[src/hdl/lbs_pkg.sv]
// Behaviour
// Strobe held low for whole transfer
// Strobe driven only while bus owner
// Strobe asserted after local clock fall
// Address group driven from prior rise
// Strobe driven high before release
// Slave samples strobe on falling edge
// Claim only with a select low
// External master gives valid address group
// Request, grant, ownership three-wire handshake
// Ownership asserted from a falling edge
// Ownership input sampled twice before use
// Register offset from low twelve bits
package lbs_pkg;

  localparam int ADDR_W = 32;
  localparam int TC_W   = 4;
  localparam int SIZE_W = 2;
  localparam int OFS_W  = 12;

  localparam logic [ADDR_W-1:0] ADDR_RST = 32'h0000_0000;
  localparam logic [TC_W-1:0]   TC_RST   = 4'h0;
  localparam logic [SIZE_W-1:0] SIZE_RST = 2'h0;
  localparam logic [OFS_W-1:0]  OFS_RST  = 12'h000;

  // Passes of the ownership double sampler
  localparam int OWN_SAMPLES = 2;

  typedef enum logic [2:0] {
    LBS_IDLE = 3'b000,
    LBS_REQ  = 3'b001,
    LBS_OWN  = 3'b010,
    LBS_ADDR = 3'b011,
    LBS_STRB = 3'b100,
    LBS_NEG  = 3'b101,
    LBS_REL  = 3'b110
  } lbs_state_t;

endpackage

[src/hdl/lbs_dsamp.sv]
`timescale 1ns/1ps
// Two-stage sampler advanced only on enable; output is the second stage
module lbs_dsamp #(
  parameter int        W   = 1,
  parameter logic      RST = 1'b1
) (
  input  wire logic         sys_clk_i,
  input  wire logic         rst_i,
  input  wire logic         en_i,
  input  wire logic [W-1:0] d_i,
  output logic      [W-1:0] q_o
);

  logic [W-1:0] stage1;
  logic [W-1:0] stage2;
  logic [W-1:0] next_stage1;
  logic [W-1:0] next_stage2;

  always_comb begin
    next_stage1 = stage1;
    next_stage2 = stage2;
    if (en_i) begin
      next_stage1 = d_i;
      next_stage2 = stage1;
    end
  end

  always_ff @(posedge sys_clk_i) begin
    if (rst_i) begin
      stage1 <= {W{RST}};
      stage2 <= {W{RST}};
    end else begin
      stage1 <= next_stage1;
      stage2 <= next_stage2;
    end
  end

  assign q_o = stage2;

endmodule

[src/hdl/lbs_port.sv]
`timescale 1ns/1ps
module lbs_port (
  input  wire logic                        sys_clk_i,
  input  wire logic                        rst_i,
  input  wire logic                        ce_i,
  input  wire logic                        local_bus_clock_i,
  // Master user side
  input  wire logic                        mst_req_i,
  input  wire logic [lbs_pkg::ADDR_W-1:0]  mst_addr_i,
  input  wire logic [lbs_pkg::TC_W-1:0]    mst_tc_i,
  input  wire logic [lbs_pkg::SIZE_W-1:0]  mst_size_i,
  input  wire logic                        mst_read_i,
  input  wire logic                        mst_end_i,
  output logic                             mst_busy_o,
  output logic                             mst_strobe_o,
  // Arbitration pins
  output logic                             bus_request_n_o,
  input  wire logic                        bus_grant_n_i,
  input  wire logic                        bus_owned_n_i,
  output logic                             bus_owned_n_o,
  output logic                             bus_owned_oe_n_o,
  // Strobe pin
  input  wire logic                        addr_strobe_n_i,
  output logic                             addr_strobe_n_o,
  output logic                             addr_strobe_oe_n_o,
  // Address group pins
  input  wire logic [lbs_pkg::ADDR_W-1:0]  addr_i,
  input  wire logic [lbs_pkg::TC_W-1:0]    transfer_code_i,
  input  wire logic [lbs_pkg::SIZE_W-1:0]  transfer_size_i,
  input  wire logic                        read_write_i,
  output logic      [lbs_pkg::ADDR_W-1:0]  addr_o,
  output logic      [lbs_pkg::TC_W-1:0]    transfer_code_o,
  output logic      [lbs_pkg::SIZE_W-1:0]  transfer_size_o,
  output logic                             read_write_o,
  output logic                             addr_grp_oe_n_o,
  // Chip selects
  input  wire logic                        reg_select_n_i,
  input  wire logic                        bridge_select_n_i,
  // Slave user side
  output logic                             slv_hit_o,
  output logic                             slv_is_reg_o,
  output logic      [lbs_pkg::OFS_W-1:0]   slv_offset_o,
  output logic      [lbs_pkg::ADDR_W-1:0]  slv_addr_o,
  output logic      [lbs_pkg::TC_W-1:0]    slv_tc_o,
  output logic      [lbs_pkg::SIZE_W-1:0]  slv_size_o,
  output logic                             slv_read_o
);

  ////////////////////////////////////////////////////////////////////////////
  // Local bus clock edge detection

  logic lclk_q;
  logic next_lclk_q;
  logic fall_ev;
  logic rise_ev;

  always_comb begin
    next_lclk_q = ce_i ? local_bus_clock_i : lclk_q;
  end

  always_ff @(posedge sys_clk_i) begin
    if (rst_i) begin
      lclk_q <= 1'b0;
    end else begin
      lclk_q <= next_lclk_q;
    end
  end

  assign fall_ev = ce_i & lclk_q & ~local_bus_clock_i;
  assign rise_ev = ce_i & ~lclk_q & local_bus_clock_i;

  ////////////////////////////////////////////////////////////////////////////
  // Ownership input, double sampled on falling edges

  logic own_free;
  logic own_seen;

  lbs_dsamp #(
    .W   (1),
    .RST (1'b1)
  ) u_own_samp (
    .sys_clk_i (sys_clk_i),
    .rst_i     (rst_i),
    .en_i      (fall_ev),
    .d_i       (bus_owned_n_i),
    .q_o       (own_seen)
  );

  // Filtered level lags our own release drive; present sample must agree
  assign own_free = own_seen & bus_owned_n_i;

  ////////////////////////////////////////////////////////////////////////////
  // Master sequencer

  lbs_pkg::lbs_state_t state;
  lbs_pkg::lbs_state_t next_state;
  logic [lbs_pkg::ADDR_W-1:0] m_addr;
  logic [lbs_pkg::TC_W-1:0]   m_tc;
  logic [lbs_pkg::SIZE_W-1:0] m_size;
  logic                       m_read;
  logic [lbs_pkg::ADDR_W-1:0] next_m_addr;
  logic [lbs_pkg::TC_W-1:0]   next_m_tc;
  logic [lbs_pkg::SIZE_W-1:0] next_m_size;
  logic                       next_m_read;

  always_comb begin
    next_state  = state;
    next_m_addr = m_addr;
    next_m_tc   = m_tc;
    next_m_size = m_size;
    next_m_read = m_read;
    case (state)
      lbs_pkg::LBS_IDLE: begin
        if (ce_i && mst_req_i) begin
          next_state = lbs_pkg::LBS_REQ;
        end
      end
      lbs_pkg::LBS_REQ: begin
        // Take the bus once granted and nobody else holds it
        if (fall_ev && !bus_grant_n_i && own_free) begin
          next_state = lbs_pkg::LBS_OWN;
        end
      end
      lbs_pkg::LBS_OWN: begin
        if (rise_ev) begin
          next_state  = lbs_pkg::LBS_ADDR;
          next_m_addr = mst_addr_i;
          next_m_tc   = mst_tc_i;
          next_m_size = mst_size_i;
          next_m_read = mst_read_i;
        end
      end
      lbs_pkg::LBS_ADDR: begin
        if (fall_ev) begin
          next_state = lbs_pkg::LBS_STRB;
        end
      end
      lbs_pkg::LBS_STRB: begin
        if (rise_ev && mst_end_i) begin
          next_state = lbs_pkg::LBS_NEG;
        end
      end
      lbs_pkg::LBS_NEG: begin
        if (fall_ev) begin
          next_state = lbs_pkg::LBS_REL;
        end
      end
      lbs_pkg::LBS_REL: begin
        if (fall_ev) begin
          next_state = lbs_pkg::LBS_IDLE;
        end
      end
      default: begin
        next_state = lbs_pkg::LBS_IDLE;
      end
    endcase
  end

  always_ff @(posedge sys_clk_i) begin
    if (rst_i) begin
      state  <= lbs_pkg::LBS_IDLE;
      m_addr <= lbs_pkg::ADDR_RST;
      m_tc   <= lbs_pkg::TC_RST;
      m_size <= lbs_pkg::SIZE_RST;
      m_read <= 1'b1;
    end else begin
      state  <= next_state;
      m_addr <= next_m_addr;
      m_tc   <= next_m_tc;
      m_size <= next_m_size;
      m_read <= next_m_read;
    end
  end

  logic is_owner;
  logic strobe_drv;
  logic grp_drv;

  assign is_owner   = (state == lbs_pkg::LBS_OWN)  ||
                      (state == lbs_pkg::LBS_ADDR) ||
                      (state == lbs_pkg::LBS_STRB) ||
                      (state == lbs_pkg::LBS_NEG)  ||
                      (state == lbs_pkg::LBS_REL);
  assign strobe_drv = (state == lbs_pkg::LBS_STRB) ||
                      (state == lbs_pkg::LBS_NEG);
  assign grp_drv    = (state == lbs_pkg::LBS_ADDR) || strobe_drv;

  assign bus_request_n_o    = ~(state == lbs_pkg::LBS_REQ);
  assign bus_owned_oe_n_o   = ~is_owner;
  // Ownership rescinded high for one local clock before release
  assign bus_owned_n_o      = (state == lbs_pkg::LBS_REL);
  assign addr_strobe_oe_n_o = ~strobe_drv;
  assign addr_strobe_n_o    = ~(state == lbs_pkg::LBS_STRB);
  assign addr_grp_oe_n_o    = ~grp_drv;
  assign addr_o             = m_addr;
  assign transfer_code_o    = m_tc;
  assign transfer_size_o    = m_size;
  assign read_write_o       = m_read;
  assign mst_busy_o         = (state != lbs_pkg::LBS_IDLE);
  assign mst_strobe_o       = (state == lbs_pkg::LBS_STRB);

  ////////////////////////////////////////////////////////////////////////////
  // Slave claim on falling edges

  logic                       as_prev;
  logic                       hit;
  logic                       is_reg;
  logic [lbs_pkg::OFS_W-1:0]  s_ofs;
  logic [lbs_pkg::ADDR_W-1:0] s_addr;
  logic [lbs_pkg::TC_W-1:0]   s_tc;
  logic [lbs_pkg::SIZE_W-1:0] s_size;
  logic                       s_read;
  logic                       next_as_prev;
  logic                       next_hit;
  logic                       next_is_reg;
  logic [lbs_pkg::OFS_W-1:0]  next_s_ofs;
  logic [lbs_pkg::ADDR_W-1:0] next_s_addr;
  logic [lbs_pkg::TC_W-1:0]   next_s_tc;
  logic [lbs_pkg::SIZE_W-1:0] next_s_size;
  logic                       next_s_read;
  logic                       claim;

  // Claim only at a fresh strobe, with a select, while not master
  assign claim = !addr_strobe_n_i && as_prev && !is_owner &&
                 (!reg_select_n_i || !bridge_select_n_i);

  always_comb begin
    next_as_prev = as_prev;
    next_hit     = ce_i ? 1'b0 : hit;
    next_is_reg  = is_reg;
    next_s_ofs   = s_ofs;
    next_s_addr  = s_addr;
    next_s_tc    = s_tc;
    next_s_size  = s_size;
    next_s_read  = s_read;
    if (fall_ev) begin
      next_as_prev = addr_strobe_n_i;
      if (claim) begin
        next_hit    = 1'b1;
        next_is_reg = !reg_select_n_i;
        next_s_ofs  = addr_i[lbs_pkg::OFS_W-1:0];
        next_s_addr = addr_i;
        next_s_tc   = transfer_code_i;
        next_s_size = transfer_size_i;
        next_s_read = read_write_i;
      end
    end
  end

  always_ff @(posedge sys_clk_i) begin
    if (rst_i) begin
      as_prev <= 1'b1;
      hit     <= 1'b0;
      is_reg  <= 1'b0;
      s_ofs   <= lbs_pkg::OFS_RST;
      s_addr  <= lbs_pkg::ADDR_RST;
      s_tc    <= lbs_pkg::TC_RST;
      s_size  <= lbs_pkg::SIZE_RST;
      s_read  <= 1'b1;
    end else begin
      as_prev <= next_as_prev;
      hit     <= next_hit;
      is_reg  <= next_is_reg;
      s_ofs   <= next_s_ofs;
      s_addr  <= next_s_addr;
      s_tc    <= next_s_tc;
      s_size  <= next_s_size;
      s_read  <= next_s_read;
    end
  end

  assign slv_hit_o    = hit;
  assign slv_is_reg_o = is_reg;
  assign slv_offset_o = s_ofs;
  assign slv_addr_o   = s_addr;
  assign slv_tc_o     = s_tc;
  assign slv_size_o   = s_size;
  assign slv_read_o   = s_read;

  ////////////////////////////////////////////////////////////////////////////
  // Checks

  strobe_owner_a: assert property (@(posedge sys_clk_i)
    disable iff (rst_i)
    !addr_strobe_oe_n_o |-> !bus_owned_oe_n_o && !bus_owned_n_o)
    else $error("Strobe driven without ownership");

  strobe_hold_a: assert property (@(posedge sys_clk_i)
    disable iff (rst_i)
    (state == lbs_pkg::LBS_STRB) && !(rise_ev && mst_end_i)
      |=> !addr_strobe_n_o && !addr_strobe_oe_n_o)
    else $error("Strobe dropped mid transfer");

  strobe_fall_a: assert property (@(posedge sys_clk_i)
    disable iff (rst_i)
    $fell(addr_strobe_n_o) |-> $past(fall_ev))
    else $error("Strobe asserted off a falling edge");

  group_setup_a: assert property (@(posedge sys_clk_i)
    disable iff (rst_i)
    $fell(addr_strobe_n_o) |-> $past(!addr_grp_oe_n_o) && $stable(addr_o))
    else $error("Address group not set up before strobe");

  strobe_rescind_a: assert property (@(posedge sys_clk_i)
    disable iff (rst_i)
    $rose(addr_strobe_oe_n_o) |-> $past(addr_strobe_n_o))
    else $error("Strobe released while low");

  slave_edge_a: assert property (@(posedge sys_clk_i)
    disable iff (rst_i)
    ce_i && $past(ce_i) && slv_hit_o |-> $past(fall_ev))
    else $error("Slave claim off a falling edge");

  slave_select_a: assert property (@(posedge sys_clk_i)
    disable iff (rst_i)
    ce_i && $past(ce_i) && slv_hit_o |-> $past(!addr_strobe_n_i &&
                        (!reg_select_n_i || !bridge_select_n_i)))
    else $error("Slave claim without strobe and select");

  own_edge_a: assert property (@(posedge sys_clk_i)
    disable iff (rst_i)
    $fell(bus_owned_oe_n_o) |-> $past(fall_ev) && !bus_owned_n_o)
    else $error("Ownership taken off a falling edge");

  own_double_a: assert property (@(posedge sys_clk_i)
    disable iff (rst_i)
    $fell(bus_owned_oe_n_o) |-> $past(own_free) && $past(!bus_grant_n_i))
    else $error("Ownership taken without sampled free bus");

  slave_offset_a: assert property (@(posedge sys_clk_i)
    disable iff (rst_i)
    ce_i && $past(ce_i) && slv_hit_o
      |-> slv_offset_o == $past(addr_i[lbs_pkg::OFS_W-1:0]))
    else $error("Slave offset not low twelve address bits");

endmodule

[config.mk]
export PLATFORM = sky130hd
export DESIGN_NAME = lbs_port
export DESIGN_NICKNAME = d
export VERILOG_FILES = /design/src/hdl/lbs_pkg.sv /design/src/hdl/lbs_dsamp.sv /design/src/hdl/lbs_port.sv
export SDC_FILE = /design/constraint.sdc
export NUM_CORES = 1
export LEC_CHECK = 0
export BUFFER_PORTS_ARGS = -buffer_cell sky130_fd_sc_hd__buf_2
export CORE_MARGIN = 2
export CORE_UTILIZATION = 40
export CTS_CLUSTER_SIZE = 24
export DETAILED_ROUTE_END_ITERATION = 7
export PLACE_DENSITY = 0.77
export SYNTH_ARGS = -nofsm -noshare
export SYNTH_HDL_FRONTEND = slang
export SYNTH_SLANG_ARGS = --single-unit
[constraint.sdc]
create_clock -name sys_clk_i -period 3.3 [get_ports sys_clk_i]
set_input_delay 0.66 -clock sys_clk_i [delete_from_list [all_inputs] [get_ports sys_clk_i]]
set_output_delay 0.66 -clock sys_clk_i [all_outputs]
set_load 0.05 [all_outputs]
======== After elaboration in Yosys (flattened, before gate mapping) ========
Cells that the tools add are included.
Widths: inputs -> output; s select.
storage, ports and cells
  flip-flop bits (word level) ............. 99
  output and inout bits ................... 100
cells by class
  eq/ne operators ......................... 13
  muxes and demuxes ....................... 11
  bitwise gates (word level) .............. 12
  reduce and logical (&&, ||, !) cells .... 24
operator list
  operator            count
  $mux 3              7
  $pmux 3 s7          1
  $ne 2x2->1 const B  5
  $eq 3x3->1 const B  3
  $logic_and 1x1->1   7
  $logic_or 1x1->1    7
  $not 1->1           7
  $reduce_and 7->1    1
  $eq 3x2->1 const B  2
  $and 1x1->1         5
  $logic_not 1->1     5
  $ne 2x1->1 const B  2
  $reduce_and 2->1    2
  $eq 3x1->1 const B  1
  $logic_not 3->1     1
  $mux 1              3
  $reduce_bool 3->1   1

======== Logic depth before layout (Yosys ltp) ========
Gate-level depths: netlist (run 1).
  depth in word-level cells ............... 10
  gate-level depth with buffers ........... 7
  gate-level depth less buffers ........... 4

======== Cells and area by module ========
From an unflattened synthesis (run 1), not the netlist that was laid out.
unflattened totals
  cell total of the unflattened synthesis .. 421
  area total of the unflattened synthesis .. 3624.7 um^2
modules (own cells, without submodules)
  module     instances  cells an instance  area an instance (um^2)  sequential area each (um^2)
  lbs_port   1          415                3554.7                   1701.6
  lbs_dsamp  1          6                  70.1                     40.0

======== Least setup slack after synthesis (run 1) ========
OpenSTA, ideal clock, no wires.
  kind .................................... register to output
  from .................................... register state[0]
  to ...................................... output port mst_strobe_o
  arrival ................................. 1413 ps
  required time ........................... 2640 ps
  setup slack ............................. 1227 ps
  stages on the path, launching flop included .. 5
  cell sequence ........................... dfxtp_1 > buf_6 > nand2b_1 > nand2b_1 > inv_1
on the way
  longest elaborated chain between the ends .. 1
ends and longest elaborated chain
  item                    line             text
  start, declared         lbs_port.sv:95   lbs_pkg::lbs_state_t state;
  start signal, assigned  lbs_port.sv:161  state <= lbs_pkg::LBS_IDLE;
  start signal, assigned  lbs_port.sv:167  state <= next_state;
  $eq 3x3->1              lbs_port.sv:200  assign mst_strobe_o = (state == lbs_pkg::LBS_STRB);
  end, declared           lbs_port.sv:15   output logic mst_strobe_o,
No other way between the ends.

======== Final worst setup path (run 1) ========
  from .................................... register state[1]
  to ...................................... output port addr_grp_oe_n_o
on the way
  longest elaborated chain between the ends .. 4
ends and longest elaborated chain
  item                                  line                              text
  $eq 3x3->1, on equally long branches  lbs_port.sv:184, lbs_port.sv:185
  $logic_or 1x1->1                      lbs_port.sv:184                   assign strobe_drv = (state == lbs_pkg::LBS_STRB) ||
  $logic_or 1x1->1 *                    lbs_port.sv:186                   assign grp_drv = (state == lbs_pkg::LBS_ADDR) || strobe_drv;
  $not 1->1 *                           lbs_port.sv:194                   assign addr_grp_oe_n_o = ~grp_drv;
  end, declared                         lbs_port.sv:35                    output logic addr_grp_oe_n_o,
Every way passes the cells marked *; elsewhere a longest branch is shown, timed or not.

==> results of run 1 <==
==> kinds of logic after synthesis <==
kind of cell	after synthesis
AOI/OAI and AO/OA	94
buffers and inverters	45
DFF	87
muxes	1
and+or+nand+nor	188
==> power groups by stage <==
| stage | Combinational (uW) | Sequential [uW] | Clock (uW) |
|---|---|---|---|
| 2_1_floorplan | 54.3 | 1100 | 0 |
| 3_3_place_gp | 134 | 1090 | 0 |
| 3_5_place_dp | 136 | 1090 | 0 |
| 4_1_cts | 136 | 1060 | 923 |
| 5_1_grt | 147 | 1060 | 965 |
| 6_report | 135 | 1060 | 891 |
==> layer usage <==
metal	global-route usage	wire length, um
met1	0.202	3470
met2	0.301	3930
met3	0.0545	786
met4	0.0628	135
met5	0	0
==> worst max-delay path, stage by stage, from the launching register on <==
cell and delay, ns:
dfxtp_1 0.55, inv_1 0.21, a21oi_1 0.18, buf_2 0.28
==> synthesized netlist by cell type (all sizes together) (3+ instances only) <==
library cell  number  area [sq um]
clkbuf            12          45.0
a211o              3          26.3
inv                3          11.3
nor2b              4          25.0
buf               30           233
nand2b             3          18.8
a21oi             81           405
dfxtp             87          1740
nor2               8          32.5
nand2            161           604
==> cell type report <==
class / instances / share of cell area
clock inverter: 5 / 0.0234
tap: 105 / 0.0296
inverter: 3 / 0.00254
sequential: 87 / 0.393
multi-input combinational: 283 / 0.298
timing repair buffer: 192 / 0.222
clock buffer: 11 / 0.0319
==> flip-flops by register name (all words and copies together) (netlist names) <==
register / flops
addr_o: 32
as_prev: 1
lclk_q: 1
read_write_o: 1
slv_addr_o: 21
slv_hit_o: 1
slv_is_reg_o: 1
slv_offset_o: 11
slv_read_o: 1
slv_size_o: 2
slv_tc_o: 4
state: 3
transfer_code_o: 4
transfer_size_o: 2
u_own_samp.q_o: 1
u_own_samp.stage1: 1
==> final timing paths <==
check,end,from
worst min-delay path,addr_o[11],addr_o[11]
worst min register to register,addr_o[11],addr_o[11]
worst max-delay path,addr_grp_oe_n_o,state[1]
worst max register to register,slv_addr_o[16],state[2]
==> through the flow <==
stage	instance area [sq um]	util
finish	4430	0.545
CTS	4430	0.545
global route	4430	0.545
global placement	4190	0.515
detailed placement	4190	0.515
floorplan	3340	-
==> metrics, run 1 <==
PortBufs=188; layout cell share with drive strength beyond 1=0.368; cell count after placement=670; DP Wirelength=6.01 mm; Switching Power=450 uW; Worst VDD drop=256 uV; total wire length=8.32 mm; Iter 0 DRT Violations=75; CTS H-tree depth=3; gr usage total=0.174; kind of critical path=register to primary output; Reg2Reg Depth=4; area taken by multi-input logic gates=1320 sq um; hold_buf cts=0; ANT cells=0; pre-CTS setup slack=1.04 ns; Post-synth ARST share=0; post-synthesis mux area share=0.00300; min Tclk post-route=2.21 ns; most frequent cells in the layout=buf_2, nand2_1, dfxtp_1; commonest non-fill, non-tap cell in the layout=buf_2; Tightest Pin Transition=0.999 ns; #FFs+latches synth=87; clk_skew=0.00916 ns; CTS tree=yes; # clock sinks=87; register area share after synthesis=0.522; Post-synth EDFFs=0; first-pass iteration count of the detailed router=5; synth warn=0; Worst-path clk slew=0.08 ns; boundary pin count=189; post-CTS sizing=0; remaining global-route overflow=0; FF/Latch Area=1740 sq um; Avg Cell Area, Syn=8.04 sq um; WP data required=2.64 ns; FMAX=453 MHz; Seq pwr share=0.508; Vert. Die Dim=95.4 um; final setup margin=1.09 ns; Top FF cell, synth=dfxtp_1; Yosys cell types=32; RSZ-0062 raised after global routing=false; Min-Delay Path Class=register to register; FF-to-FF setup slack=1.42 ns; PD cells=471 nW/um^2; largest net degree at the start of global routing=46; final setup violating endpoints=0; post-DR vias/cell=4.78; drt wl/cell=12.1 um; Routed Antenna Nets=0; via count=3276; Pins Over Slew Limit=0; status=finished, final reports clean; Fill cells=803; core area=8130 sq um; Site Rows=33; Power Total=2090 uW; Synth Area in Compound Gates=0.157; WHS=0.453 ns; clock share of power=0.427; first-pass GRT wire length=12.6 mm; largest family of logic cells by synthesized area=simple AND/OR/NAND/NOR gates; CP endpoint kind=primary output; Final Hold Fails=0; Synth Area in Simple Gates=0.231; Max Fanout on Critical Path=12; Max-Cap Viols=0; Die X=95.4 um; synth-to-layout area growth=32.8%; Final Non-Filler Cells=686; worst-skew pair later-pin latency=0.34 ns; Clock Tree Root=clkbuf_8; Switching Share=0.215; leakage power=0.00201 uW; Max Root-Sink Buffers=2; CP Launch Type=register; initial antenna violation count=0; postcts setup bufs=0; Max-slew headroom=0.334; Num CTS Buffers=9; full die area=9090 sq um; Syn Nets=504; P_int=1640 uW; Starting Density=0.410; vias in the first global route=2810; period utilization=0.670; Mapped Area=3340 sq um; Placer Congestion=0.737; crit path DAT=1.55 ns; adder-cell share of the synthesized area=0; total negative slack=0 ns; Logic pwr share=0.065; worst hold path depth=2; Final nets=665; DRC=0; synthesized netlist cell count=415; xor/xnor share of the synthesized area=0
No activity file was read; power rests on OpenSTA's default activity.
==> run 2, diff against run 1 <==
- PLACE_DENSITY: 0.77 -> 0.8
- clock period: 3.3 -> 1.9 ns (I/O delays scaled with it)
==> run 2 against run 1 <==
Critical path depth is the same. Largest power group unchanged. Critical endpoint is now bus_owned_oe_n_o. Routed wire length grew 3.4%. Clock power grew 68%.
==> metrics, run 2 (synthesis results as in run 1) <==
# clock sinks=87; Seq pwr share=0.513; Die X=95.4 um; Min-Delay Path Class=input port to register; Worst VDD drop=438 uV; Iter 0 DRT Violations=102; WHS=0.242 ns; PortBufs=188; remaining global-route overflow=0; Worst path slowest cell=dfxtp_2; max reg flops=32; Final nets=674; clk_skew=0.0152 ns; Starting Density=0.410; status=finished, final reports clean; cell count after placement=679; Routed met2 length=4.08 mm; Critical Path Start=state[1]; core area=8130 sq um; met3 wire len=823 um; hold path startpoint=reg_select_n_i; final setup violating endpoints=0; first-pass iteration count of the detailed router=4; DRC=0; layout cell share with drive strength beyond 1=0.381; postcts setup bufs=0; WP data required=1.52 ns; CP endpoint kind=primary output; most frequent cells in the layout=buf_2, nand2_1, dfxtp_1; CP Launch Type=register; crit path DAT=1.40 ns; Placer Congestion=0.691; kind of critical path=register to primary output; initial antenna violation count=0; post-CTS sizing=1; clock share of power=0.418; synth-to-layout area growth=35.4%; Max-Cap Viols=0; min Tclk post-route=1.78 ns; Logic pwr share=0.069; final setup margin=0.117 ns; boundary pin count=189; CTS H-tree depth=3; period utilization=0.938; vias in the first global route=3033; critical path's top delay family=simple AND/OR/NAND/NOR gates; CTS tree=yes; post-DR vias/cell=4.82; commonest non-fill, non-tap cell in the layout=buf_2; Power Total=3590 uW; Top Metal Used=met4; DP Wirelength=6.34 mm; Max Root-Sink Buffers=2; Pins Over Slew Limit=0; Switching Power=772 uW; P_int=2820 uW; Switching Share=0.215; CP Buf/Inv Count=1; ANT cells=0; Clock Tree Root=clkbuf_8; Routed Antenna Nets=0; Final Non-Filler Cells=695; leakage power=0.00206 uW; worst-skew pair later-pin latency=0.34 ns; Max Fanout on Critical Path=12; worst r2r src=state[1]; drt wl/cell=12.4 um; Final Hold Fails=0; via count=3347; full die area=9090 sq um; Max-slew headroom=0.630; pre-CTS setup slack=0.260 ns; total negative slack=0 ns; Crit path largest cell delay=0.38 ns; FMAX=561 MHz; Num CTS Buffers=9; Vert. Die Dim=95.4 um; Tightest Pin Transition=0.555 ns; PD cells=795 nW/um^2; Worst-path clk slew=0.08 ns; largest net degree at the start of global routing=41; RSZ-0062 raised after global routing=false; hold_buf cts=0; gr usage total=0.178; Site Rows=33; FF-to-FF setup slack=0.39 ns; total wire length=8.61 mm; CP cell instances=and3_4 > or2_2 > buf_2; first-pass GRT wire length=12.9 mm; WL met1=3.57 mm
==> run 2: changes by cell type in the layout (fill, tap and decap cells not counted) <==
cell / delta
clkbuf_1: +1
buf_12: +3
dfxtp_2: +3
o2111ai_2: +1
clkbuf_8: -1
buf_4: +6
o2111ai_4: -1
dfxtp_1: -3
==> run 2: power by group through the flow <==
stage	combinational (uW)	clock (uW)	sequential, uW
floorplan	94.2	0	1910
global placement	244	0	1890
detailed placement	247	0	1890
CTS	247	1560	1840
global route	265	1630	1850
finish	247	1500	1840
==> run 2: layout make-up <==
cell class,count,area [sq um]
fill,761,3610
sequential,87,1750
multi-input combinational,283,1310
timing repair buffer,201,1090
clock buffer,11,131
tap,105,131
clock inverter,5,104
inverter,3,11.3
==> run 2: routing by layer <==
metal / up-vias / track usage
met5: - / 0
met4: 0 / 0.0604
met3: 14 / 0.0545
met2: 160 / 0.327
met1: 1497 / 0.193
li1: 1676 / -
==> run 2: path summary, 6_finish.rpt <==
kind / endpoint / cells after the start
max: bus_owned_oe_n_o / 3
min: slv_is_reg_o / 2
max reg2reg: slv_offset_o[1] / 5
min reg2reg: addr_o[11] / 2
==> run 2: per-stage QoR <==
| step | utilization | cell area [sq um] |
|---|---|---|
| detailed placement | 0.526 | 4280 |
| global placement | 0.526 | 4280 |
| CTS | 0.555 | 4520 |
| floorplan | - | 3340 |
| finish | 0.556 | 4520 |
| global route | 0.556 | 4520 |
==> run 3, diff against run 2 <==
- PLACE_DENSITY: 0.8 -> 0.84
- REMOVE_ABC_BUFFERS: not set -> 1
==> run 3 against run 2 <==
Total power fell by 11%. Flip-flop and latch count did not move. Fmax down 1.8%. Clock skew is 0.00085 ns lower. Global-route usage decreased by 0.63 points. Final cell count fell by 1.0%. Utilization down 1.5 points. Critical path depth unchanged. Worst setup slack worse by 0.032 ns. Register-to-register slack worse by 0.06 ns. Sequential share of layout area rose by 1.1 points. Largest cell class unchanged.
==> metrics, run 3 (synthesis results as in run 1) <==
status=finished, final reports clean; CP cell instances=and3_4 > or2_2 > buf_2; critical path's top delay family=simple AND/OR/NAND/NOR gates; Tightest Pin Transition=0.537 ns; largest net degree at the start of global routing=47; worst-skew pair later-pin latency=0.35 ns; FF/Latch Area=1750 sq um; vias in the first global route=2895; Max Root-Sink Buffers=2; gr usage total=0.172; Worst VDD drop=408 uV; Min-Delay Path Class=input port to register; post-DR vias/cell=4.71; clock share of power=0.353; CTS tree=yes; total wire length=8.17 mm; kind of critical path=register to primary output; total negative slack=0 ns; initial antenna violation count=0; Fill cells=719; # clock sinks=87; CP endpoint kind=primary output; Pins Over Slew Limit=0; Crit path largest cell delay=0.39 ns; Switching Power=797 uW; WP data required=1.52 ns; DP Wirelength=5.88 mm; Clock Tree Root=clkbuf_8; remaining global-route overflow=0; FMAX=551 MHz; WHS=0.238 ns; Max-slew headroom=0.642; Worst path slowest cell=dfxtp_2; first-pass iteration count of the detailed router=4; DRC=0; Max-Cap Viols=0; Top Usage Layer GRT=met2; cell count after placement=672; Site Rows=33; RSZ-0062 raised after global routing=false; PortBufs=188; boundary pin count=189; most frequent cells in the layout=buf_2, nand2_1, dfxtp_1; Starting Density=0.410; ANT cells=0; synth-to-layout area growth=31.6%; clk_skew=0.0144 ns; Final Hold Fails=0; PD cells=731 nW/um^2; min Tclk post-route=1.81 ns; Worst-path clk slew=0.09 ns; max reg flops=32; area taken by multi-input logic gates=1310 sq um; commonest non-fill, non-tap cell in the layout=buf_2; CP Buf/Inv Count=1; Die X=95.4 um; P_int=2410 uW; Logic pwr share=0.073; CP Launch Type=register; met3 Use GR=0.0696; Vert. Die Dim=95.4 um; Final nets=667; GR Layer Usage met2=0.294; Num CTS Buffers=9; crit path DAT=1.43 ns; Placer Congestion=0.786; CTS H-tree depth=3; Routed Antenna Nets=0; first-pass GRT wire length=12.4 mm; GRT met1 Usage=0.193; Final Non-Filler Cells=688; core area=8130 sq um; Power Total=3210 uW; layout cell share with drive strength beyond 1=0.376; Switching Share=0.248; drt wl/cell=11.9 um; Iter 0 DRT Violations=112; final setup violating endpoints=0; via count=3238; period utilization=0.955; leakage power=0.00199 uW; Seq pwr share=0.575; full die area=9090 sq um; Max Fanout on Critical Path=12
run 3: cell count changes in the layout (fill, tap and decap cells not counted), sizes merged:
cell	delta
clkinv	+1
buf	-8
clkinvlp	+3
bufinv	-3
run 3: worst paths after layout:
| path | from | to | slack, ns | cells past startpoint |
|---|---|---|---|---|
| worst max-delay path | state[1] | bus_owned_oe_n_o | 0.09 | 3 |
| worst min register to register | slv_addr_o[16] | slv_addr_o[16] | 0.45 | 2 |
| worst max register to register | state[1] | slv_offset_o[8] | 0.33 | 5 |
| worst min-delay path | read_write_i | slv_read_o | 0.24 | 3 |
run 3: power groups by stage:
stage | Combinational (uW) | Clock [uW] | Sequential (uW)
after floorplan | 50.9 | 0 | 1920
after global placement | 229 | 0 | 1890
after detailed placement | 233 | 0 | 1890
after CTS | 234 | 1190 | 1840
after global routing | 255 | 1270 | 1850
final | 233 | 1130 | 1840
run 3: timing repair:
action | 4_1_cts | 5_1_grt
resized for setup | 2 | 2
setup buffers | 0 | 0
endpoints found under the hold margin | 0 | 0
endpoints found under the setup margin | 2 | 5
hold buffers | 0 | 0
run 3: stage by stage:
step                      setup slack (ns)   util  instance area [sq um]
after global placement               0.254  0.518                   4220
after global routing               0.00726  0.540                   4390
after detailed placement             0.198  0.518                   4220
after floorplan                     0.0861      -                   3060
final                               0.0854  0.540                   4390
after CTS                          0.00137  0.540                   4390
run 3: per-layer routing:
metal / vias to the layer above / wire length, um / part of all wire
met5: - / 0 / 0
met4: 0 / 105 / 0.013
met3: 11 / 807 / 0.099
met2: 146 / 3880 / 0.48
met1: 1427 / 3370 / 0.41
li1: 1654 / - / -
run 3: area by class of cell:
| class | instances | area share |
|---|---|---|
| Multi-Input combinational cell | 283 | 0.298 |
| Sequential cell | 87 | 0.397 |
| Tap cell | 105 | 0.0299 |
| Timing Repair Buffer | 194 | 0.233 |
| Clock inverter | 6 | 0.0103 |
| Clock buffer | 10 | 0.0290 |
| Inverter | 3 | 0.00256 |
run 3: worst register-to-register path, stage by stage (launching register included):
cell,delay [ns]
dfxtp_2,0.39
and3_4,0.21
o2111ai_2,0.24
buf_4,0.40
nand2_1,0.11
a21oi_1,0.16
